`src/rtl/cpl_pkg.sv`:
```
// Constants, register map and mode encoding of the CAN transceiver control
package cpl_pkg;

   // Clock and timing
   localparam int CLK_PERIOD_NS     = 5;
   localparam int REC_RELEASE_NS    = 1000;
   localparam int REC_RELEASE_CYC   =
      (REC_RELEASE_NS + CLK_PERIOD_NS - 1) / CLK_PERIOD_NS;
   localparam int DOM_TIMEOUT_NS    = 2000000;
   localparam int DOM_TIMEOUT_CYC   = DOM_TIMEOUT_NS / CLK_PERIOD_NS;
   localparam int CNT_W             = 20;

   // Register indices; byte address is four times the index
   localparam logic [3:0] IDX_PORT_PIN_DATA  = 4'h0;
   localparam logic [3:0] IDX_XCVR_CONTROL   = 4'h1;
   localparam logic [3:0] IDX_FACTORY_TEST_A = 4'h2;
   localparam logic [3:0] IDX_XCVR_STATUS    = 4'h3;
   localparam logic [3:0] IDX_FACTORY_TEST_B = 4'h4;
   localparam logic [3:0] IDX_FACTORY_TEST_C = 4'h5;
   localparam logic [3:0] IDX_FAULT_IRQ_EN   = 4'h6;
   localparam logic [3:0] IDX_FAULT_IRQ_FLAG = 4'h7;
   localparam logic [3:0] IDX_MODE_CONFIG    = 4'h8;

   // Field positions
   localparam int PD_WAKE_RX    = 7;
   localparam int PD_SOFT_TX    = 1;
   localparam int PD_RX         = 0;
   localparam int CR_ENABLE     = 7;
   localparam int CR_TERM       = 6;
   localparam int CR_WAKE       = 5;
   localparam int ST_TIMEOUT    = 3;
   localparam int IE_VOLTAGE    = 4;
   localparam int IE_TIMEOUT    = 3;
   localparam int IE_OVERCUR    = 0;
   localparam int MC_ROUTE_SOFT = 2;

   // Writable masks and reset values
   localparam logic [7:0] CR_RW_MASK   = 8'he7;
   localparam logic [7:0] CR_RESET     = 8'h20;
   localparam logic [7:0] IE_RW_MASK   = 8'h19;
   localparam logic [7:0] FLAG_MASK    = 8'hfb;
   localparam logic [7:0] MC_RW_MASK   = 8'h07;
   localparam logic [7:0] MC_RESET     = 8'h00;
   localparam logic [7:0] SYNC_RESET   = 8'h03;

   // Requested operating mode codes in the mode config register
   localparam logic [1:0] REQ_NORMAL  = 2'h0;
   localparam logic [1:0] REQ_PSEUDO  = 2'h1;
   localparam logic [1:0] REQ_LISTEN  = 2'h2;
   localparam logic [1:0] REQ_STANDBY = 2'h3;

   // Operating modes, one-hot
   typedef enum logic [4:0] {
      MODE_SHUTDOWN = 5'h01,
      MODE_NORMAL   = 5'h02,
      MODE_PSEUDO   = 5'h04,
      MODE_LISTEN   = 5'h08,
      MODE_STANDBY  = 5'h10
   } cpl_mode_type;

endpackage : cpl_pkg

```
`src/rtl/cpl_phy_ctrl.sv`:
```
// Digital mode control, bit path and registers of the CAN transceiver
//
// Added by the designer: the Avalon-MM register port.
`timescale 1ns/100ps

// Function
// - Transmit input high means recessive, low means dominant.
// - Receive output high for recessive bus, low for dominant bus.
// - Standby routes wake receiver to receive output; else precision rx.
// - Port data bit 7 reads synchronized wake receiver, read-only.
// - When routed, port data bit 1 drives the transmit bit directly.
// - Port data bit 0 reads synchronized receive output, read-only.
// - Port data register reads and writes are allowed in every mode.
// - Shutdown removes all bias, wake receiver included.
// - Normal mode fully biased; termination biased only when enabled.
// - Pseudo-normal equals normal with low-side driver and termination bias disabled.
// - Listen-only equals normal with transmitter de-biased, never drives.
// - Standby fully de-biased; wake receiver enable set after reset.
// - Nine byte registers at base plus offsets zero to eight.
// - Control bit 7 sets once and moves shutdown to the requested mode.
// - Control bit 6 biases termination in normal and listen-only.
// - Control bit 5 enables wake receiver in all modes but shutdown.
// - Timeout status sets on long dominant, clears after 1 us recessive.
module cpl_phy_ctrl #(
   parameter int DOM_TIMEOUT_CYC = cpl_pkg::DOM_TIMEOUT_CYC
) (
   // Clock, reset, enable
   input  wire logic        core_clk,
   input  wire logic        rst_n,
   input  wire logic        clk_en,
   // Avalon-MM slave
   input  wire logic [3:0]  avs_address,
   input  wire logic        avs_read,
   input  wire logic        avs_write,
   input  wire logic [31:0] avs_writedata,
   input  wire logic [3:0]  avs_byteenable,
   output logic      [31:0] avs_readdata,
   output logic             avs_waitrequest,
   // Protocol controller bit lines
   input  wire logic        phy_tx_bit_in,
   output logic             phy_rx_bit_out,
   // Analog receivers and monitors
   input  wire logic        precise_rx_in,
   input  wire logic        wake_rx_in,
   input  wire logic [3:0]  line_voltage_fault_in,
   input  wire logic [1:0]  line_overcurrent_in,
   // Analog bias and driver controls
   output logic             rx_bias_en,
   output logic             tx_bias_en,
   output logic             high_driver_en,
   output logic             low_driver_en,
   output logic             tx_drive_dominant,
   output logic             wake_rx_en,
   output logic             term_bias_en,
   output logic      [2:0]  edge_rate_select,
   // Interrupt
   output logic             irq
);

   ////////////////////////////////////////////////////////////////////////
   // Declarations
   logic [7:0]             sync1_r;
   logic [7:0]             sync2_r;
   logic [7:0]             sync_prev_r;
   logic [7:0]             ctrl_r;
   logic [7:0]             ie_r;
   logic [7:0]             flags_r;
   logic [7:0]             mcfg_r;
   logic                   soft_tx_r;
   logic                   ack_r;
   logic [31:0]            rdata_r;
   logic                   rx_out_r;
   logic                   timeout_r;
   logic                   ts_prev_r;
   logic [cpl_pkg::CNT_W-1:0] dom_cnt_r;
   logic [cpl_pkg::CNT_W-1:0] rec_cnt_r;
   cpl_pkg::cpl_mode_type  mode;
   logic                   bus_req;
   logic                   wr_go;
   logic                   rd_go;
   logic                   tx_bit;
   logic                   prec_s;
   logic                   wake_s;
   logic [3:0]             volt_s;
   logic [1:0]             oc_s;
   logic [7:0]             status;
   logic [7:0]             flag_set;
   logic [7:0]             rd_byte;

   // Width-exact constants for counter compares
   localparam logic [cpl_pkg::CNT_W-1:0] DOM_LIMIT =
      cpl_pkg::CNT_W'(DOM_TIMEOUT_CYC);
   localparam logic [cpl_pkg::CNT_W-1:0] REC_LIMIT =
      cpl_pkg::CNT_W'(cpl_pkg::REC_RELEASE_CYC);

   // Saturating increment, shared by both timers
   function automatic logic [cpl_pkg::CNT_W-1:0] sat_inc(
      input logic [cpl_pkg::CNT_W-1:0] v);
      sat_inc = (&v) ? v : v + 1'b1;
   endfunction

   // Byte-masked register update
   function automatic logic [7:0] wr_merge(
      input logic [7:0] old,
      input logic [7:0] din,
      input logic [7:0] mask);
      wr_merge = (old & ~mask) | (din & mask);
   endfunction

   ////////////////////////////////////////////////////////////////////////
   // Input synchronisers for the analog receivers and monitors

   // Only stage two and beyond are read by logic
   always_ff @(posedge core_clk) begin
      if (!rst_n) begin
         sync1_r     <= cpl_pkg::SYNC_RESET;
         sync2_r     <= cpl_pkg::SYNC_RESET;
         sync_prev_r <= cpl_pkg::SYNC_RESET;
      end else if (clk_en) begin
         sync1_r     <= {line_overcurrent_in, line_voltage_fault_in,
                         wake_rx_in, precise_rx_in};
         sync2_r     <= sync1_r;
         sync_prev_r <= sync2_r;
      end
   end

   assign prec_s = sync2_r[0];
   assign wake_s = sync2_r[1];
   assign volt_s = sync2_r[5:2];
   assign oc_s   = sync2_r[7:6];

   ////////////////////////////////////////////////////////////////////////
   // Avalon-MM slave: one wait cycle, then the answer

   assign bus_req         = avs_read | avs_write;
   assign avs_waitrequest = bus_req & ~(ack_r & clk_en);  // Stall when frozen
   assign wr_go           = clk_en & avs_write & ack_r & avs_byteenable[0];
   assign rd_go           = clk_en & avs_read & ~ack_r;

   // Ack toggles so each request completes after one wait cycle
   always_ff @(posedge core_clk) begin
      if (!rst_n) begin
         ack_r <= 1'b0;
      end else if (clk_en) begin
         ack_r <= bus_req & ~ack_r;
      end
   end

   // Read decode; unmapped and factory-test offsets read as zero
   always_comb begin
      rd_byte = 8'h00;
      unique case (avs_address)
         cpl_pkg::IDX_PORT_PIN_DATA: begin
            rd_byte[cpl_pkg::PD_WAKE_RX] = wake_s;
            rd_byte[cpl_pkg::PD_SOFT_TX] = soft_tx_r;
            rd_byte[cpl_pkg::PD_RX]      = rx_out_r;
         end
         cpl_pkg::IDX_XCVR_CONTROL:   rd_byte = ctrl_r;
         cpl_pkg::IDX_XCVR_STATUS:    rd_byte = status;
         cpl_pkg::IDX_FAULT_IRQ_EN:   rd_byte = ie_r;
         cpl_pkg::IDX_FAULT_IRQ_FLAG: rd_byte = flags_r;
         cpl_pkg::IDX_MODE_CONFIG:    rd_byte = mcfg_r;
         default:                     rd_byte = 8'h00;
      endcase
   end

   // Read data captured at the wait edge and held through the answer
   always_ff @(posedge core_clk) begin
      if (!rst_n) begin
         rdata_r <= 32'h0000_0000;
      end else if (rd_go) begin
         rdata_r <= {24'h00_0000, rd_byte};
      end
   end

   assign avs_readdata = rdata_r;

   ////////////////////////////////////////////////////////////////////////
   // Software-written registers

   // Enable bit is sticky: a zero write cannot return to shutdown
   always_ff @(posedge core_clk) begin
      if (!rst_n) begin
         ctrl_r <= cpl_pkg::CR_RESET;
      end else if (wr_go && avs_address == cpl_pkg::IDX_XCVR_CONTROL) begin
         ctrl_r <= wr_merge(ctrl_r, avs_writedata[7:0],
                            cpl_pkg::CR_RW_MASK);
         ctrl_r[cpl_pkg::CR_ENABLE] <= ctrl_r[cpl_pkg::CR_ENABLE]
                                     | avs_writedata[cpl_pkg::CR_ENABLE];
      end
   end

   // Soft transmit bit, written in any mode
   always_ff @(posedge core_clk) begin
      if (!rst_n) begin
         soft_tx_r <= 1'b1;
      end else if (wr_go && avs_address == cpl_pkg::IDX_PORT_PIN_DATA) begin
         soft_tx_r <= avs_writedata[cpl_pkg::PD_SOFT_TX];
      end
   end

   // Interrupt enables and mode configuration
   always_ff @(posedge core_clk) begin
      if (!rst_n) begin
         ie_r   <= 8'h00;
         mcfg_r <= cpl_pkg::MC_RESET;
      end else if (wr_go) begin
         if (avs_address == cpl_pkg::IDX_FAULT_IRQ_EN) begin
            ie_r <= wr_merge(ie_r, avs_writedata[7:0],
                             cpl_pkg::IE_RW_MASK);
         end
         if (avs_address == cpl_pkg::IDX_MODE_CONFIG) begin
            mcfg_r <= wr_merge(mcfg_r, avs_writedata[7:0],
                               cpl_pkg::MC_RW_MASK);
         end
      end
   end

   ////////////////////////////////////////////////////////////////////////
   // Mode selection and bias controls
   // Shutdown until enabled, then the requested mode
   always_comb begin
      if (!ctrl_r[cpl_pkg::CR_ENABLE]) begin
         mode = cpl_pkg::MODE_SHUTDOWN;
      end else begin
         unique case (mcfg_r[1:0])
            cpl_pkg::REQ_NORMAL:  mode = cpl_pkg::MODE_NORMAL;
            cpl_pkg::REQ_PSEUDO:  mode = cpl_pkg::MODE_PSEUDO;
            cpl_pkg::REQ_LISTEN:  mode = cpl_pkg::MODE_LISTEN;
            cpl_pkg::REQ_STANDBY: mode = cpl_pkg::MODE_STANDBY;
         endcase
      end
   end

   // Receiver biased in every active mode; standby and shutdown de-bias
   assign rx_bias_en = (mode == cpl_pkg::MODE_NORMAL)
                     | (mode == cpl_pkg::MODE_PSEUDO)
                     | (mode == cpl_pkg::MODE_LISTEN);
   // Listen-only keeps the transmitter de-biased
   assign tx_bias_en = (mode == cpl_pkg::MODE_NORMAL)
                     | (mode == cpl_pkg::MODE_PSEUDO);
   assign high_driver_en = tx_bias_en;
   assign low_driver_en  = (mode == cpl_pkg::MODE_NORMAL);
   // Wake receiver follows control bit 5, forced off in shutdown
   assign wake_rx_en = ctrl_r[cpl_pkg::CR_WAKE]
                     & (mode != cpl_pkg::MODE_SHUTDOWN);
   assign term_bias_en = ctrl_r[cpl_pkg::CR_TERM]
                       & ((mode == cpl_pkg::MODE_NORMAL)
                        | (mode == cpl_pkg::MODE_LISTEN));
   assign edge_rate_select = ctrl_r[2:0];

   ////////////////////////////////////////////////////////////////////////
   // Transmit path and dominant timeout
   // Soft route lets software hold the line without the controller
   assign tx_bit = mcfg_r[cpl_pkg::MC_ROUTE_SOFT] ? soft_tx_r
                                                  : phy_tx_bit_in;

   // A stuck dominant input is cut off until it has rested recessive
   assign tx_drive_dominant = tx_bias_en & ~tx_bit & ~timeout_r;

   // Counters of dominant and recessive run length
   always_ff @(posedge core_clk) begin
      if (!rst_n) begin
         dom_cnt_r <= '0;
         rec_cnt_r <= '0;
      end else if (clk_en) begin
         dom_cnt_r <= tx_bit ? '0 : sat_inc(dom_cnt_r);
         rec_cnt_r <= tx_bit ? sat_inc(rec_cnt_r) : '0;
      end
   end

   // Timeout status: set after the limit, cleared after 1 us recessive
   always_ff @(posedge core_clk) begin
      if (!rst_n) begin
         timeout_r <= 1'b0;
      end else if (clk_en) begin
         if (!tx_bit && dom_cnt_r >= DOM_LIMIT) begin
            timeout_r <= 1'b1;
         end else if (tx_bit && rec_cnt_r >= REC_LIMIT) begin
            timeout_r <= 1'b0;
         end
      end
   end

   ////////////////////////////////////////////////////////////////////////
   // Receive path
   // Registered output; recessive high, dominant low as the receivers give
   always_ff @(posedge core_clk) begin
      if (!rst_n) begin
         rx_out_r <= 1'b1;
      end else if (clk_en) begin
         rx_out_r <= (mode == cpl_pkg::MODE_STANDBY) ? wake_s
                                                     : prec_s;
      end
   end

   assign phy_rx_bit_out = rx_out_r;

   ////////////////////////////////////////////////////////////////////////
   // Status, sticky flags and interrupt
   assign status = {volt_s, timeout_r, 3'h0};

   // Flags catch rising edges of each fault level
   assign flag_set = {volt_s & ~sync_prev_r[5:2],
                      timeout_r & ~ts_prev_r, 1'b0,
                      oc_s & ~sync_prev_r[7:6]};

   // Previous timeout state for edge detection
   always_ff @(posedge core_clk) begin
      if (!rst_n) begin
         ts_prev_r <= 1'b0;
      end else if (clk_en) begin
         ts_prev_r <= timeout_r;
      end
   end

   // Set wins over a simultaneous write-one clear
   always_ff @(posedge core_clk) begin
      if (!rst_n) begin
         flags_r <= 8'h00;
      end else if (clk_en) begin
         flags_r <= ((flags_r & ~((wr_go &&
                       avs_address == cpl_pkg::IDX_FAULT_IRQ_FLAG)
                       ? avs_writedata[7:0] : 8'h00)) | flag_set)
                    & cpl_pkg::FLAG_MASK;
      end
   end

   assign irq = (ie_r[cpl_pkg::IE_VOLTAGE] & (|flags_r[7:4]))
              | (ie_r[cpl_pkg::IE_TIMEOUT] & flags_r[3])
              | (ie_r[cpl_pkg::IE_OVERCUR] & (|flags_r[1:0]));
endmodule // cpl_phy_ctrl

```
`config.mk`:
```
export PLATFORM = sky130hd
export DESIGN_NAME = cpl_phy_ctrl
export DESIGN_NICKNAME = d
export VERILOG_FILES = /design/src/rtl/cpl_pkg.sv /design/src/rtl/cpl_phy_ctrl.sv
export SDC_FILE = /design/constraint.sdc
export NUM_CORES = 1
export LEC_CHECK = 0
export ABC_AREA = 1
export BUFFER_PORTS_ARGS = -buffer_cell sky130_fd_sc_hd__buf_4
export CAP_MARGIN = 10
export CORE_ASPECT_RATIO = 1.1
export CORE_MARGIN = 2
export CORE_UTILIZATION = 54
export DETAILED_ROUTE_END_ITERATION = 8
export PLACE_DENSITY = 0.81
export SLEW_MARGIN = 20
export SYNTH_ARGS = -nofsm -noshare
export SYNTH_HDL_FRONTEND = slang
export SYNTH_SLANG_ARGS = --single-unit
export TNS_END_PERCENT = 100
```
`constraint.sdc`:
```
create_clock -name core_clk -period 2.2 [get_ports core_clk]
set_clock_uncertainty 0.1 [all_clocks]
set_input_delay 0.33 -clock core_clk [delete_from_list [all_inputs] [get_ports core_clk]]
set_output_delay 0.33 -clock core_clk [all_outputs]
set_load 0.01 [all_outputs]
```
**After elaboration in Yosys (flattened, before gate mapping)**

Index checks and enable logic that the tools add are counted.

- Register bits: 108
- Bits of input ports: 54
- Bits in read-only memories: 0
- Latch bits: 0
- Memory bits (writable): 0
- Memories kept: 0

- Magnitude comparators: 2
- Shifts and indexed selects: 0
- Multipliers: 0
- Divide/modulo/power cells: 0
- Mux-type cells: 14
- Equal/unequal tests: 15
- Reduce and logical (&&, ||, !) cells: 18
- Add/subtract/negate cells: 2
- Bitwise gates (word level): 38

Operators by type and width:

| operator | number |
|---|---|
| two-way mux 20 bit | 4 |
| adder 20 x 1 -> 20 bit (second input constant) | 2 |
| AND reduction 20 bit | 2 |
| one-hot mux 5 bit (5 select lines) | 1 |
| greater-or-equal comparator 20 x 19 -> 1 bit (second input constant) | 1 |
| greater-or-equal comparator 20 x 8 -> 1 bit (second input constant) | 1 |
| one-hot mux 5 bit (4 select lines) | 1 |
| AND 1 bit | 16 |
| one-hot mux 2 bit (5 select lines) | 1 |
| AND reduction 2 bit | 5 |
| AND 8 bit | 1 |
| equality test 4 x 3 -> 1 bit (second input constant) | 2 |
| two-way mux 8 bit | 1 |
| NOT 8 bit | 1 |
| OR 8 x 3 -> 8 bit | 1 |
| OR 8 x 5 -> 8 bit | 1 |
| OR 8 bit | 1 |
| OR 1 bit | 7 |
| OR 5 x 7 -> 7 bit | 1 |
| one-hot mux 1 bit (6 select lines) | 1 |
| equality test 5 x 2 -> 1 bit (second input constant) | 1 |
| equality test 5 x 3 -> 1 bit (second input constant) | 1 |
| equality test 5 x 4 -> 1 bit (second input constant) | 1 |
| equality test 5 bit (second input constant) | 1 |
| other kinds (21) | 34 |

**Logic depth before layout (Yosys ltp)**

Gate-level depths: netlist of the first run.

- Depth in word-level cells: 8
- Depth in mapped cells: 11
- Gate-level depth less buffers: 10

**Least setup slack after synthesis of the first run**

Ideal clock, no wire load.

- Path kind: reg-to-reg
- Start: register dom_cnt_r[0] (netlist bit)
- End: register dom_cnt_r[13] (netlist bit)
- Cell stages (with the launch flop): 11
- Library setup time: 0.128 ns
- Required time: 1.972 ns
- Arrival: 1.400 ns
- Setup slack: 0.572 ns
- Path buffers: 1
- Clock period less this slack: 1.628 ns
- Path through: dfxtp_1 ha_1 nand2_1 nor2_2 nand2_2 nor2_4 a21oi_2 buf_2 nor2_1 nor2_1 nor2_1

- Cells in the longest elaborated chain, start to end: 3
- Elaborated cells between the ends (all ways): 6
- Those cells by class: add/sub: 1; eq/ne: 1; mux: 2; reduce/logical: 2

Ends and longest elaborated chain:

| what | RTL line | text |
|---|---|---|
| from (decl) | cpl_phy_ctrl.sv:75 | `logic [cpl_pkg::CNT_W-1:0] dom_cnt_r;` |
| from (signal assigned) | cpl_phy_ctrl.sv:267 | `dom_cnt_r <= tx_bit ? '0 : sat_inc(dom_cnt_r);` |
| adder 20 x 1 -> 20 bit / AND reduction 20 bit (equally long branches) | cpl_phy_ctrl.sv:99 | `sat_inc = (&v) ? v : v + 1'b1;` |
| two-way mux 20 bit / != test 2 bit (equally long branches) | -- |  |
| two-way mux 20 bit / AND reduction 2 bit (equally long branches) | -- |  |

Parallel ways exist; a longest one is shown, timed or not. The select of a mux whose other input is x is not followed.
A chain may end at the register's enable or synchronous reset.

**Final worst setup path of the first run**

- Start: register dom_cnt_r[1] (netlist bit)
- End: register dom_cnt_r[7] (netlist bit)

The elaborated chain is that of the path after synthesis.

==> flow_summary.html, run 1 <==
<table>
<tr><th>Metric</th><th>Value</th></tr>
<tr><th colspan="2">Logic synthesis</th></tr>
<tr><td>Primary FF master, synth</td><td>sky130_fd_sc_hd__dfxtp_1</td></tr>
<tr><td>Count of flip-flops with a built-in enable after synthesis</td><td>0</td></tr>
<tr><td>Area of the mapped netlist</td><td>a little under 0.005 mm²</td></tr>
<tr><td>Count of state elements after synthesis</td><td>94</td></tr>
<tr><td>Top area cells in the synthesized netlist</td><td>sky130_fd_sc_hd__dfxtp_1, sky130_fd_sc_hd__nand2_1, sky130_fd_sc_hd__nor2_1</td></tr>
<tr><td>Count of mapped cells out of synthesis</td><td>732</td></tr>
<tr><td>Top cell types by occurrence after synthesis</td><td>sky130_fd_sc_hd__nand2_1, sky130_fd_sc_hd__nor2_1, sky130_fd_sc_hd__dfxtp_1, sky130_fd_sc_hd__inv_1, sky130_fd_sc_hd__a21oi_1</td></tr>
<tr><td>Async SR Flop Fraction</td><td>0</td></tr>
<tr><td>Cell type contributing the most total cell area after synthesis</td><td>sky130_fd_sc_hd__dfxtp_1</td></tr>
<tr><td>Most numerous cell in the Yosys netlist</td><td>sky130_fd_sc_hd__nand2_1</td></tr>
<tr><td>Post-Synthesis Mean Instance Area</td><td>roughly 6.7 µm²</td></tr>
<tr><td>Number of unique standard cell types used by synthesis</td><td>40</td></tr>
<tr><td>Top-area cell type share of the netlist area</td><td>0.3850</td></tr>
<tr><td>Number of warnings printed during yosys synthesis</td><td>0</td></tr>
<tr><td>Share of the yosys chip area belonging to registers</td><td>0.3850</td></tr>
<tr><th colspan="2">Final layout</th></tr>
<tr><td>Number of inserted filler cells in the final layout</td><td>818</td></tr>
<tr><td>Ratio of cells with drive above 1 in the final layout</td><td>0.1294</td></tr>
<tr><td>Layout net count</td><td>826</td></tr>
<tr><td>Layout Area Growth over Synthesis</td><td>10.26%</td></tr>
<tr><td>Antenna cell count</td><td>0</td></tr>
<tr><td>Final core utilization</td><td>0.6105</td></tr>
<tr><th colspan="2">Floorplan</th></tr>
<tr><td>Height of the die</td><td>roughly 100 µm</td></tr>
<tr><td>Floorplan row count</td><td>36</td></tr>
<tr><td>Core ar.</td><td>a little under 0.009 mm²</td></tr>
<tr><td>Total die area</td><td>between 0.009 and 0.01 mm²</td></tr>
<tr><td>Starting utilization of the core area</td><td>0.5537</td></tr>
<tr><td>Number of top-level pins</td><td>99</td></tr>
<tr><td>X dimension of the die</td><td>94.72 µm</td></tr>
<tr><th colspan="2">Clock tree</th></tr>
<tr><td>Insertion delay of the later-clocked pin in the worst-skew pair</td><td>roughly 0.37 ns</td></tr>
<tr><td>Clock transition at the register clock pins on the worst setup and hold paths after CTS</td><td>~0.1 ns</td></tr>
<tr><td>Cts bufs inserted</td><td>9</td></tr>
<tr><td>TritonCTS clock tree</td><td>done</td></tr>
<tr><td>Root Driver</td><td>sky130_fd_sc_hd__clkbuf_8</td></tr>
<tr><td>Maximum buffer depth of the clock tree</td><td>2</td></tr>
<tr><td>Number of levels in the clock H-tree</td><td>3</td></tr>
<tr><td>CTS sink cnt</td><td>94</td></tr>
<tr><th colspan="2">Run status</th></tr>
<tr><td>Outcome</td><td>complete, no violations</td></tr>
<tr><th colspan="2">Place</th></tr>
<tr><td>GP Congestion</td><td>0.9500</td></tr>
<tr><td>Port Buffers</td><td>47</td></tr>
<tr><td>DP Wirelength</td><td>7956 µm</td></tr>
<tr><th colspan="2">Route</th></tr>
<tr><td>DRC violations left</td><td>0</td></tr>
<tr><td>Number of iterations in the first detailed-routing pass</td><td>5</td></tr>
<tr><td>Number of DRC markers in iteration 0</td><td>186</td></tr>
<tr><td>Routed via count</td><td>between 4000 and 5000</td></tr>
<tr><td>Number of antenna-violating nets in the routed design</td><td>0</td></tr>
<tr><td>Average wire per standard cell</td><td>around 12 µm</td></tr>
<tr><td>Total Wirelength</td><td>about 11000 µm</td></tr>
<tr><td>Via/cell ratio</td><td>~5.3</td></tr>
<tr><th colspan="2">STA</th></tr>
<tr><td>Worst hold slack across all endpoints</td><td>about 0.074 ns</td></tr>
<tr><td>Count of final setup violators</td><td>0</td></tr>
<tr><td>Setup repair after global routing missed its margin</td><td>false</td></tr>
<tr><td>Hold Violations, Final</td><td>0</td></tr>
<tr><td>Slew headroom</td><td>0.6216</td></tr>
<tr><td>Achievable clock frequency</td><td>between 500 and 600 MHz</td></tr>
<tr><td>Final Slew Violations</td><td>0</td></tr>
<tr><td>Measured slew at the worst slew-check pin</td><td>around 0.57 ns</td></tr>
<tr><td>Final worst path period need</td><td>1.995 ns</td></tr>
<tr><td>Final critical-path share of the clock period</td><td>0.9069</td></tr>
<tr><th colspan="2">Worst setup path</th></tr>
<tr><td>Largest fanout on the critical path</td><td>11</td></tr>
<tr><td>Worst endpoint required time</td><td>around 2.4 ns</td></tr>
<tr><td>Element type at the critical path end</td><td>register</td></tr>
<tr><td>Worst Reg2Reg Path Length in Cells</td><td>10</td></tr>
<tr><td>Critical path start-end classification</td><td>reg -&gt; reg</td></tr>
<tr><td>CP startpoint kind</td><td>register</td></tr>
<tr><td>Worst Path Arrival</td><td>between 2 and 2.5 ns</td></tr>
<tr><th colspan="2">Min path</th></tr>
<tr><td>Number of cells on the worst hold path</td><td>3</td></tr>
<tr><td>Path category of the worst min-delay check</td><td>in -&gt; reg</td></tr>
<tr><th colspan="2">Global route</th></tr>
<tr><td>Pin count of the biggest net entering global routing</td><td>50</td></tr>
<tr><td>Final global-route overflow total</td><td>0</td></tr>
<tr><td>Number of global-route vias before repair</td><td>~4400</td></tr>
<tr><td>First-pass GRT wire length</td><td>between 15000 and 20000 µm</td></tr>
<tr><td>Combined global-route utilization of all metal layers</td><td>0.2314</td></tr>
<tr><td>Initial antenna violation count</td><td>0</td></tr>
<tr><th colspan="2">Power and ir drop</th></tr>
<tr><td>Peak ir drop on the vdd network</td><td>0.4792 mV</td></tr>
<tr><td>Total chip power</td><td>~3100 µW</td></tr>
<tr><td>Power per standard cell area</td><td>roughly 580 mW/mm²</td></tr>
<tr><td>P_leak</td><td>about 0.0021 µW</td></tr>
<tr><th colspan="2">Job</th></tr>
<tr><td># Max-Cap Violations</td><td>0</td></tr>
</table>
stage by stage:
| step | instance area [µm²] | setup TNS (ns) | std cells | worst slack (ns) |
|---|---|---|---|---|
| 6_report | 5390 | 0 | 887 | 0.2048 |
| 5_1_grt | 5390 | 0 | 887 | 0.01627 |
| 4_1_cts | 5385 | 0 | 887 | 0.09297 |
| 3_5_place_dp | 5191 | -0.006359 | 871 | -0.006359 |
| 3_3_place_gp | 5191 | 0 | 871 | 0.03404 |
| 2_1_floorplan | 4975 | 0 | 755 | 0.5725 |
sequential cells by signal, summed over array words and instances, names as in the netlist:
register        flops
ack_r               1
avs_readdata        8
ctrl_r              6
dom_cnt_r          20
flags_r             7
ie_r                3
mcfg_r              3
phy_rx_bit_out      1
rec_cnt_r          20
soft_tx_r           1
sync1_r             8
sync2_r             8
sync_prev_r         6
timeout_r           1
ts_prev_r           1
layout make-up:
| type | instances | area, µm² | area share |
|---|---|---|---|
| inverter | 74 | 277.8 | 0.05153 |
| clock inverter | 7 | 62.56 | 0.01161 |
| multi-input combinational | 537 | 2511 | 0.4659 |
| clock buffer | 9 | 123.9 | 0.02298 |
| tap | 114 | 142.6 | 0.02646 |
| sequential | 94 | 1882 | 0.3491 |
| timing repair buffer | 52 | 390.4 | 0.07242 |
layer usage:
| layer | part of all wire | up-vias | GRT usage |
|---|---|---|---|
| li1 | - | 2378 | - |
| met4 | 0.020 | 0 | 0.08282 |
| met3 | 0.043 | 16 | 0.05091 |
| met1 | 0.43 | 2165 | 0.2825 |
| met2 | 0.51 | 121 | 0.3946 |
| met5 | 0 | - | 0 |
worst max-delay path, stage by stage, from the launching register on:
cell and delay [ns]:
sky130_fd_sc_hd__dfxtp_1 0.39, sky130_fd_sc_hd__ha_1 0.18, sky130_fd_sc_hd__nand2_1 0.11, sky130_fd_sc_hd__nor2_2 0.16
sky130_fd_sc_hd__nand2_2 0.12, sky130_fd_sc_hd__nor2_4 0.19, sky130_fd_sc_hd__nand2_1 0.09, sky130_fd_sc_hd__nand2_1 0.28
sky130_fd_sc_hd__nor2_1 0.07, sky130_fd_sc_hd__o21ai_0 0.15, sky130_fd_sc_hd__nor2_1 0.05
where the power goes:
| part | switching (µW) | internal (µW) |
|---|---|---|
| clock network | 678 | 435 |
| logic | 165 | 83.8 |
| registers | 24.2 | 1740 |
worst paths after layout:
check,startpoint,slack (ns),endpoint
setup / recovery,dom_cnt_r[1]$_SDFFE_PN0P_,0.20,dom_cnt_r[7]$_SDFFE_PN0P_
hold reg to reg,sync_prev_r[7]$_SDFFE_PN0P_,0.36,sync_prev_r[7]$_SDFFE_PN0P_
hold / removal,line_overcurrent_in[0],0.07,sync1_r[6]$_SDFFE_PN0P_
setup reg to reg,dom_cnt_r[1]$_SDFFE_PN0P_,0.20,dom_cnt_r[7]$_SDFFE_PN0P_
layout by cell type, fill, tap and decap left out, drive strengths merged, types with 3 or more instances in the layout:
cell and count:
a21oi 69, buf 52, clkbuf 9, clkinv 4, conb 24, dfxtp 94, ha 4, inv 76
nand2 181, nand3 53, nand3b 3, nand4 13, nor2 107, nor3 12, o211ai 3, o21ai 47
or2 8, xor2 3
timing repair:
item | CTS | global route
setup buffers | 0 | 0
gates resized for setup | 1 | 2
endpoints found under the setup margin | 6 | 3
hold buffers | 0 | 0
logic make-up (layout without fill, tap and decap cells):
family | after synthesis | count (layout) | share of synthesized area
other cells | 1 | 24 | 0.0007671
buf+inv | 124 | 142 | 0.1216
compound gates | 124 | 124 | 0.1323
simple gates | 381 | 381 | 0.3430
xor+xnor | 4 | 4 | 0.007168
flops | 94 | 94 | 0.3849
fa+ha+maj | 4 | 4 | 0.01024
Note: power is estimated with default switching activity, not from simulation.
==> inputs of run 2 (changes only) <==
Settings changed: HOLD_SLACK_MARGIN set to 0.15, RECOVER_POWER set to 25.
==> run 2 against run 1 <==
Compared with the run above: wire length is 1.3% higher; clock power hardly changed; sequential power barely moved; sequential share of layout area fell by 0.82 points; fmax down 4.2%; count of clock-buffer cells in the layout unchanged.
==> flow_summary.html, run 2 (same netlist as run 1, synthesis figures left out) <==
<table>
<tr><th>Metric</th><th>Value</th></tr>
<tr><th colspan="2">Run status</th></tr>
<tr><td>Outcome</td><td>complete, no violations</td></tr>
<tr><th colspan="2">Worst setup path</th></tr>
<tr><td>Worst endpoint required time</td><td>around 1.8 ns</td></tr>
<tr><td>Setup slack of the worst register-to-register path</td><td>~0.22 ns</td></tr>
<tr><td>Worst Reg2Reg Path Length in Cells</td><td>10</td></tr>
<tr><td>Destination of the worst register-to-register timing path</td><td>dom_cnt_r[7]$_SDFFE_PN0P_</td></tr>
<tr><td>CP Launch Point</td><td>mcfg_r[0]$_SDFFE_PN0P_</td></tr>
<tr><td>Worst setup endpoint</td><td>tx_drive_dominant</td></tr>
<tr><td>Reg2reg start</td><td>dom_cnt_r[1]$_SDFFE_PN0P_</td></tr>
<tr><td>Element type at the critical path end</td><td>output pin</td></tr>
<tr><td>CP startpoint kind</td><td>register</td></tr>
<tr><td>Critical path start-end classification</td><td>reg -&gt; out</td></tr>
<tr><td>Largest fanout on the critical path</td><td>4</td></tr>
<tr><td>Worst Path Arrival</td><td>approximately 1.7 ns</td></tr>
<tr><th colspan="2">Global route</th></tr>
<tr><td>Met2 track demand over resource</td><td>0.4022</td></tr>
<tr><td>GRT Max-Usage Layer</td><td>met2</td></tr>
<tr><td>Initial antenna violation count</td><td>0</td></tr>
<tr><td>Combined global-route utilization of all metal layers</td><td>0.2337</td></tr>
<tr><td>Met1 Resource Use GR</td><td>0.2830</td></tr>
<tr><td>Global Route met3 Usage</td><td>0.05018</td></tr>
<tr><td>First-pass GRT wire length</td><td>18850 µm</td></tr>
<tr><td>Number of global-route vias before repair</td><td>~4400</td></tr>
<tr><td>Pin count of the biggest net entering global routing</td><td>50</td></tr>
<tr><td>Final global-route overflow total</td><td>0</td></tr>
<tr><th colspan="2">STA</th></tr>
<tr><td>Setup repair after global routing missed its margin</td><td>false</td></tr>
<tr><td>Final worst path period need</td><td>around 2.1 ns</td></tr>
<tr><td>Slew headroom</td><td>0.3312</td></tr>
<tr><td>Achievable clock frequency</td><td>~480 MHz</td></tr>
<tr><td>Hold Violations, Final</td><td>0</td></tr>
<tr><td>Measured slew at the worst slew-check pin</td><td>1.003 ns</td></tr>
<tr><td>Count of final setup violators</td><td>0</td></tr>
<tr><td>Final Slew Violations</td><td>0</td></tr>
<tr><td>Final critical-path share of the clock period</td><td>0.9471</td></tr>
<tr><th colspan="2">Final layout</th></tr>
<tr><td>Final core utilization</td><td>0.6253</td></tr>
<tr><td>Commonest non-fill, non-tap cell in the layout</td><td>sky130_fd_sc_hd__nand2_1</td></tr>
<tr><td>Ratio of cells with drive above 1 in the final layout</td><td>0.1245</td></tr>
<tr><td>Layout net count</td><td>840</td></tr>
<tr><td>Post-layout instance area</td><td>about 0.0055 mm²</td></tr>
<tr><td>Layout Area Growth over Synthesis</td><td>12.93%</td></tr>
<tr><td>Area of the multi-input gates</td><td>around 0.0025 mm²</td></tr>
<tr><td>Largest regs</td><td>dom_cnt_r x20, rec_cnt_r x20</td></tr>
<tr><td>Number of inserted filler cells in the final layout</td><td>806</td></tr>
<tr><td>Antenna cell count</td><td>0</td></tr>
<tr><td>FF/Latch Area</td><td>between 0.0015 and 0.002 mm²</td></tr>
<tr><td>Leading cell types in the layout, fill and taps excluded</td><td>sky130_fd_sc_hd__nand2_1, sky130_fd_sc_hd__nor2_1, sky130_fd_sc_hd__dfxtp_1</td></tr>
<tr><th colspan="2">Power and ir drop</th></tr>
<tr><td>P_leak</td><td>0.002148 µW</td></tr>
<tr><td>Peak ir drop on the vdd network</td><td>between 0.4 and 0.5 mV</td></tr>
<tr><td>Int Power</td><td>around 2300 µW</td></tr>
<tr><td>Switching Power</td><td>874.4 µW</td></tr>
<tr><td>Register share of total power</td><td>0.561</td></tr>
<tr><td>Net switching share of the total power</td><td>0.2778</td></tr>
<tr><td>Part of the total power dissipated in combinational logic</td><td>0.085</td></tr>
<tr><td>Total chip power</td><td>between 3000 and 4000 µW</td></tr>
<tr><td>Power per standard cell area</td><td>about 570 mW/mm²</td></tr>
<tr><td>Share of total power in the clock network</td><td>0.355</td></tr>
<tr><th colspan="2">Place</th></tr>
<tr><td>Cell area reported after detailed placement</td><td>just over 0.005 mm²</td></tr>
<tr><td>Port Buffers</td><td>47</td></tr>
<tr><td>GP Congestion</td><td>approximately 0.95</td></tr>
<tr><td>DP Wirelength</td><td>7956 µm</td></tr>
<tr><th colspan="2">Route</th></tr>
<tr><td>Average wire per standard cell</td><td>roughly 12 µm</td></tr>
<tr><td>DRC violations left</td><td>0</td></tr>
<tr><td>Via/cell ratio</td><td>~5.2</td></tr>
<tr><td>Number of DRC markers in iteration 0</td><td>slightly below 200</td></tr>
<tr><td>Number of iterations in the first detailed-routing pass</td><td>5</td></tr>
<tr><td>Total Wirelength</td><td>roughly 11000 µm</td></tr>
<tr><td>Number of antenna-violating nets in the routed design</td><td>0</td></tr>
<tr><td>Routed via count</td><td>4728</td></tr>
<tr><th colspan="2">Floorplan</th></tr>
<tr><td>X dimension of the die</td><td>94.72 µm</td></tr>
<tr><td>Height of the die</td><td>slightly above 100 µm</td></tr>
<tr><td>Floorplan row count</td><td>36</td></tr>
<tr><td>Total die area</td><td>just under 0.01 mm²</td></tr>
<tr><td>Starting utilization of the core area</td><td>0.5537</td></tr>
<tr><td>Number of top-level pins</td><td>99</td></tr>
<tr><td>Core ar.</td><td>roughly 0.0088 mm²</td></tr>
<tr><th colspan="2">Clock tree</th></tr>
<tr><td>Cts bufs inserted</td><td>9</td></tr>
<tr><td>CTS sink cnt</td><td>94</td></tr>
<tr><td>Number of levels in the clock H-tree</td><td>3</td></tr>
<tr><td>Insertion delay of the later-clocked pin in the worst-skew pair</td><td>0.37 ns</td></tr>
<tr><td>Root Driver</td><td>sky130_fd_sc_hd__clkbuf_8</td></tr>
<tr><td>Clock transition at the register clock pins on the worst setup and hold paths after CTS</td><td>~0.10 ns</td></tr>
<tr><td>Post-CTS Setup Repair Bufs</td><td>0</td></tr>
<tr><td>Maximum buffer depth of the clock tree</td><td>2</td></tr>
<tr><td>TritonCTS clock tree</td><td>done</td></tr>
<tr><th colspan="2">Min path</th></tr>
<tr><td>Path category of the worst min-delay check</td><td>in -&gt; reg</td></tr>
<tr><th colspan="2">Job</th></tr>
<tr><td># Max-Cap Violations</td><td>0</td></tr>
</table>
[run 2: power by group through the flow]
stage / sequential [µW] / clock [µW] / combinational (µW)
floorplan: 1800 / 0 / 190
global placement: 1800 / 0 / 240
detailed placement: 1800 / 0 / 246
CTS: 1760 / 1130 / 267
global route: 1770 / 1200 / 299
finish: 1760 / 1120 / 267
[run 2: layout make-up]
type,instances,area share
multi-input combinational,537,0.4549
sequential,94,0.3409
timing repair buffer,66,0.09429
inverter,74,0.05032
tap,114,0.02584
clock buffer,9,0.02244
clock inverter,7,0.01133
[run 2: how the worst min path moves through the flow]
stage                                startpoint                           to  slack, ns  depth (start not counted)
finish                         avs_writedata[0]       ctrl_r[0]$_SDFFE_PN0P_       0.17                          3
floorplan               sync2_r[0]$_SDFFE_PN1P_      sync2_r[0]$_SDFFE_PN1P_       0.32                          2
global placement    sync_prev_r[4]$_SDFFE_PN0P_  sync_prev_r[4]$_SDFFE_PN0P_       0.34                          2
global route                   avs_writedata[5]       ctrl_r[5]$_SDFFE_PN1P_       0.16                          3
detailed placement      sync1_r[0]$_SDFFE_PN1P_      sync1_r[0]$_SDFFE_PN1P_       0.35                          2
CTS                            avs_writedata[0]       ctrl_r[0]$_SDFFE_PN0P_       0.17                          3
[run 2: worst max-delay path: stages, from the launching register on]
cell and delay (ns):
sky130_fd_sc_hd__dfxtp_1 0.35, sky130_fd_sc_hd__inv_1 0.10, sky130_fd_sc_hd__nand2_1 0.11, sky130_fd_sc_hd__o21ai_0 0.38, sky130_fd_sc_hd__nand2_1 0.09, sky130_fd_sc_hd__nor2_1 0.12
sky130_fd_sc_hd__buf_4 0.14
[run 2: stage by stage]
stage / cells / worst slack [ns] / hold slack, ns / setup TNS, ns
final: 901 / 0.1163 / 0.1713 / 0
after detailed placement: 871 / -0.006359 / 0.3474 / -0.006359
after global placement: 871 / 0.03404 / 0.3444 / 0
after floorplan: 755 / 0.5725 / 0.3236 / 0
after CTS: 901 / 0.09297 / 0.1669 / 0
after global routing: 901 / 0.003749 / 0.1610 / 0
[run 2: what timing repair did]
item,4_1_cts,5_1_grt
resized for setup,1,1
setup endpoints to repair,6,2
hold buffers,14,0
hold endpoints to repair,15,0
gates cloned,0,0
[run 2: routing by layer]
layer  vias up  share of wire
met5         -              0
met1      2157           0.42
met2       148           0.51
met4         0          0.018
li1       2407              -
met3        16          0.050
==> inputs of run 3 (changes only) <==
--- a/config.mk
+++ b/config.mk
@@ -13,2 +13,3 @@
 export CORE_UTILIZATION = 54
+export CTS_BUF_LIST = sky130_fd_sc_hd__clkbuf_4
 export DETAILED_ROUTE_END_ITERATION = 8
==> constraint.sdc (replaced) <==
create_clock -name core_clk -period 2.2 [get_ports core_clk]
set_clock_uncertainty 0.1 [all_clocks]
set_input_delay 0.44 -clock core_clk [delete_from_list [all_inputs] [get_ports core_clk]]
set_output_delay 0.44 -clock core_clk [all_outputs]
set_load 0.01 [all_outputs]
==> run 3 against run 2 <==
Compared with the run above: first-iteration DRC count increased by 34%; combinational power hardly changed; critical path depth did not move; wire length up 0.77%; critical path type unchanged; largest cell class unchanged.
==> flow_summary.html, run 3 (same netlist as run 1, synthesis figures left out) <==
<table>
<tr><th>Metric</th><th>Value</th></tr>
<tr><th colspan="2">Final layout</th></tr>
<tr><td>Post-layout instance area</td><td>around 0.0055 mm²</td></tr>
<tr><td>Number of inserted filler cells in the final layout</td><td>roughly 830</td></tr>
<tr><td>Commonest non-fill, non-tap cell in the layout</td><td>sky130_fd_sc_hd__nand2_1</td></tr>
<tr><td>Ratio of cells with drive above 1 in the final layout</td><td>0.1247</td></tr>
<tr><td>Leading cell types in the layout, fill and taps excluded</td><td>sky130_fd_sc_hd__nand2_1, sky130_fd_sc_hd__nor2_1, sky130_fd_sc_hd__dfxtp_1</td></tr>
<tr><td>Layout Area Growth over Synthesis</td><td>12.13%</td></tr>
<tr><td>Filler-free cell count of the finished design</td><td>900</td></tr>
<tr><td>Antenna cell count</td><td>0</td></tr>
<tr><td>Largest regs</td><td>dom_cnt_r x20, rec_cnt_r x20</td></tr>
<tr><td>Layout net count</td><td>839</td></tr>
<tr><th colspan="2">Place</th></tr>
<tr><td>Cell area reported after detailed placement</td><td>approximately 0.0052 mm²</td></tr>
<tr><td>Worst slack at placement</td><td>-0.01648 ns</td></tr>
<tr><td>Inst Count DP</td><td>around 870</td></tr>
<tr><td>GP Congestion</td><td>approximately 0.94</td></tr>
<tr><td>Port Buffers</td><td>47</td></tr>
<tr><td>DP Wirelength</td><td>about 8200 µm</td></tr>
<tr><th colspan="2">STA</th></tr>
<tr><td>Measured slew at the worst slew-check pin</td><td>about 0.97 ns</td></tr>
<tr><td>Final worst path period need</td><td>approximately 2.1 ns</td></tr>
<tr><td>Count of final setup violators</td><td>0</td></tr>
<tr><td>Final setup margin</td><td>between 0.08 and 0.09 ns</td></tr>
<tr><td>Final Slew Violations</td><td>0</td></tr>
<tr><td>Slew headroom</td><td>0.3531</td></tr>
<tr><td>Final critical-path share of the clock period</td><td>0.9598</td></tr>
<tr><td>Hold Violations, Final</td><td>0</td></tr>
<tr><td>Achievable clock frequency</td><td>roughly 470 MHz</td></tr>
<tr><td>Setup repair after global routing missed its margin</td><td>false</td></tr>
<tr><td>Worst hold slack across all endpoints</td><td>roughly 0.18 ns</td></tr>
<tr><th colspan="2">Global route</th></tr>
<tr><td>First-pass GRT wire length</td><td>approximately 19000 µm</td></tr>
<tr><td>Initial antenna violation count</td><td>0</td></tr>
<tr><td>Final global-route overflow total</td><td>0</td></tr>
<tr><td>Combined global-route utilization of all metal layers</td><td>0.2356</td></tr>
<tr><td>Number of global-route vias before repair</td><td>roughly 4400</td></tr>
<tr><td>Pin count of the biggest net entering global routing</td><td>50</td></tr>
<tr><th colspan="2">Floorplan</th></tr>
<tr><td>Starting utilization of the core area</td><td>0.5537</td></tr>
<tr><td>Core ar.</td><td>0.008828 mm²</td></tr>
<tr><td>Floorplan row count</td><td>36</td></tr>
<tr><td>Number of top-level pins</td><td>99</td></tr>
<tr><td>Height of the die</td><td>around 100 µm</td></tr>
<tr><td>X dimension of the die</td><td>94.72 µm</td></tr>
<tr><td>Total die area</td><td>around 0.0098 mm²</td></tr>
<tr><th colspan="2">Worst setup path</th></tr>
<tr><td>Largest fanout on the critical path</td><td>4</td></tr>
<tr><td>Worst endpoint required time</td><td>between 1.5 and 2 ns</td></tr>
<tr><td>Worst Path Arrival</td><td>1.57 ns</td></tr>
<tr><td>Setup slack of the worst register-to-register path</td><td>roughly 0.14 ns</td></tr>
<tr><td>Reg2reg start</td><td>rec_cnt_r[0]$_SDFFE_PN0P_</td></tr>
<tr><td>Destination of the worst register-to-register timing path</td><td>rec_cnt_r[7]$_SDFFE_PN0P_</td></tr>
<tr><td>Critical path start-end classification</td><td>reg -&gt; out</td></tr>
<tr><td>CP startpoint kind</td><td>register</td></tr>
<tr><td>Element type at the critical path end</td><td>output pin</td></tr>
<tr><td>Worst Reg2Reg Path Length in Cells</td><td>9</td></tr>
<tr><th colspan="2">Run status</th></tr>
<tr><td>Outcome</td><td>complete, no violations</td></tr>
<tr><th colspan="2">Route</th></tr>
<tr><td>Routed via count</td><td>~4700</td></tr>
<tr><td>Average wire per standard cell</td><td>around 12 µm</td></tr>
<tr><td>Number of DRC markers in iteration 0</td><td>approximately 260</td></tr>
<tr><td>Via/cell ratio</td><td>around 5.3</td></tr>
<tr><td>Number of antenna-violating nets in the routed design</td><td>0</td></tr>
<tr><td>Number of iterations in the first detailed-routing pass</td><td>5</td></tr>
<tr><td>Total Wirelength</td><td>~11000 µm</td></tr>
<tr><td>DRC violations left</td><td>0</td></tr>
<tr><th colspan="2">Power and ir drop</th></tr>
<tr><td>Int Power</td><td>~2300 µW</td></tr>
<tr><td>Switching Power</td><td>a little under 800 µW</td></tr>
<tr><td>Register share of total power</td><td>0.576</td></tr>
<tr><td>P_leak</td><td>roughly 0.0021 µW</td></tr>
<tr><td>Part of the total power dissipated in combinational logic</td><td>0.086</td></tr>
<tr><td>Power per standard cell area</td><td>between 500 and 600 mW/mm²</td></tr>
<tr><td>Share of total power in the clock network</td><td>0.338</td></tr>
<tr><td>Net switching share of the total power</td><td>0.2531</td></tr>
<tr><td>Peak ir drop on the vdd network</td><td>roughly 0.51 mV</td></tr>
<tr><th colspan="2">Clock tree</th></tr>
<tr><td>Maximum buffer depth of the clock tree</td><td>2</td></tr>
<tr><td>TritonCTS clock tree</td><td>done</td></tr>
<tr><td>Clock transition at the register clock pins on the worst setup and hold paths after CTS</td><td>roughly 0.14 ns</td></tr>
<tr><td>Insertion delay of the later-clocked pin in the worst-skew pair</td><td>roughly 0.46 ns</td></tr>
<tr><td>Root Driver</td><td>sky130_fd_sc_hd__clkbuf_4</td></tr>
<tr><td>Number of levels in the clock H-tree</td><td>3</td></tr>
<tr><td>CTS sink cnt</td><td>94</td></tr>
<tr><td>Cts bufs inserted</td><td>9</td></tr>
<tr><th colspan="2">Min path</th></tr>
<tr><td>Number of cells on the worst hold path</td><td>3</td></tr>
<tr><td>Worst hold path startpoint</td><td>avs_writedata[0]</td></tr>
<tr><td>Path category of the worst min-delay check</td><td>in -&gt; reg</td></tr>
<tr><td>Endpoint with the worst hold slack</td><td>ctrl_r[0]$_SDFFE_PN0P_</td></tr>
<tr><th colspan="2">Job</th></tr>
<tr><td># Max-Cap Violations</td><td>0</td></tr>
</table>
run 3: changes by cell type in the layout (fill, tap and decap cells not counted), sizes merged:
cell and change:
dlygate4sd3 -2, clkbuf -2, buf +3, clkinv +2
inv -4, bufinv +2
run 3: how the worst max path moves through the flow:
| stage | cells after the start | slack [ns] | from | to |
|---|---|---|---|---|
| finish | 6 | 0.09 | mcfg_r[0]$_SDFFE_PN0P_ | tx_drive_dominant |
| global route | 6 | 0.006 | mcfg_r[0]$_SDFFE_PN0P_ | tx_drive_dominant |
| CTS | 6 | 0.09 | mcfg_r[0]$_SDFFE_PN0P_ | tx_drive_dominant |
| detailed placement | 10 | -0.02 | dom_cnt_r[0]$_SDFFE_PN0P_ | dom_cnt_r[18]$_SDFFE_PN0P_ |
| global placement | 9 | 0.05 | dom_cnt_r[0]$_SDFFE_PN0P_ | dom_cnt_r[18]$_SDFFE_PN0P_ |
| floorplan | 5 | 0.55 | mcfg_r[0]$_SDFFE_PN0P_ | tx_drive_dominant |
run 3: power by group through the flow:
stage / combinational (µW) / clock (µW) / sequential [µW]
global route: 297 / 1130 / 1770
detailed placement: 247 / 0 / 1800
global placement: 241 / 0 / 1800
finish: 264 / 1040 / 1770
floorplan: 190 / 0 / 1800
CTS: 265 / 1060 / 1770
run 3: metal layers:
metal  part of all wire  global-route usage  vias to the layer above  wire length, µm
li1                   -                   -                     2399                -
met1               0.42              0.2939                     2171             4735
met2               0.51              0.4063                      134             5724
met3              0.047             0.03491                       22              522
met4              0.019             0.08489                        0              209
met5                  0                   0                        -                0
run 3: layout make-up:
class | count | area [µm²] | share of cell area
Clock buffer | 9 | 67.56 | 0.01233
Clock inverter | 7 | 88.84 | 0.01621
Inverter | 74 | 277.8 | 0.05067
Multi-Input combinational cell | 537 | 2515 | 0.4588
Sequential cell | 94 | 1882 | 0.3433
Tap cell | 114 | 142.6 | 0.02602
Timing Repair Buffer | 65 | 508.0 | 0.09267
run 3: metrics by stage:
step           utilization  power [µW]  setup TNS, ns
2_1_floorplan            -        1988              0
6_report            0.6209        3069              0
3_3_place_gp        0.5889        2043              0
3_5_place_dp        0.5889        2051       -0.02595
4_1_cts             0.6215        3090              0
5_1_grt             0.6209        3199              0
run 3: what timing repair did:
item | 4_1_cts | 5_1_grt
buffers inserted | 0 | 0
hold buffers | 12 | 0
gates resized for setup | 3 | 1
endpoints found under the hold margin | 13 | 0
cloned | 0 | 0
setup endpoints to repair | 7 | 3
run 3: worst max-delay path, cell delays in order (launching register included):
cell                      delay, ns
sky130_fd_sc_hd__dfxtp_1       0.35
sky130_fd_sc_hd__inv_1         0.09
sky130_fd_sc_hd__nand2_1       0.11
sky130_fd_sc_hd__o21ai_2       0.22
sky130_fd_sc_hd__nand2_1       0.07
sky130_fd_sc_hd__nor2_1        0.13
sky130_fd_sc_hd__buf_4         0.14
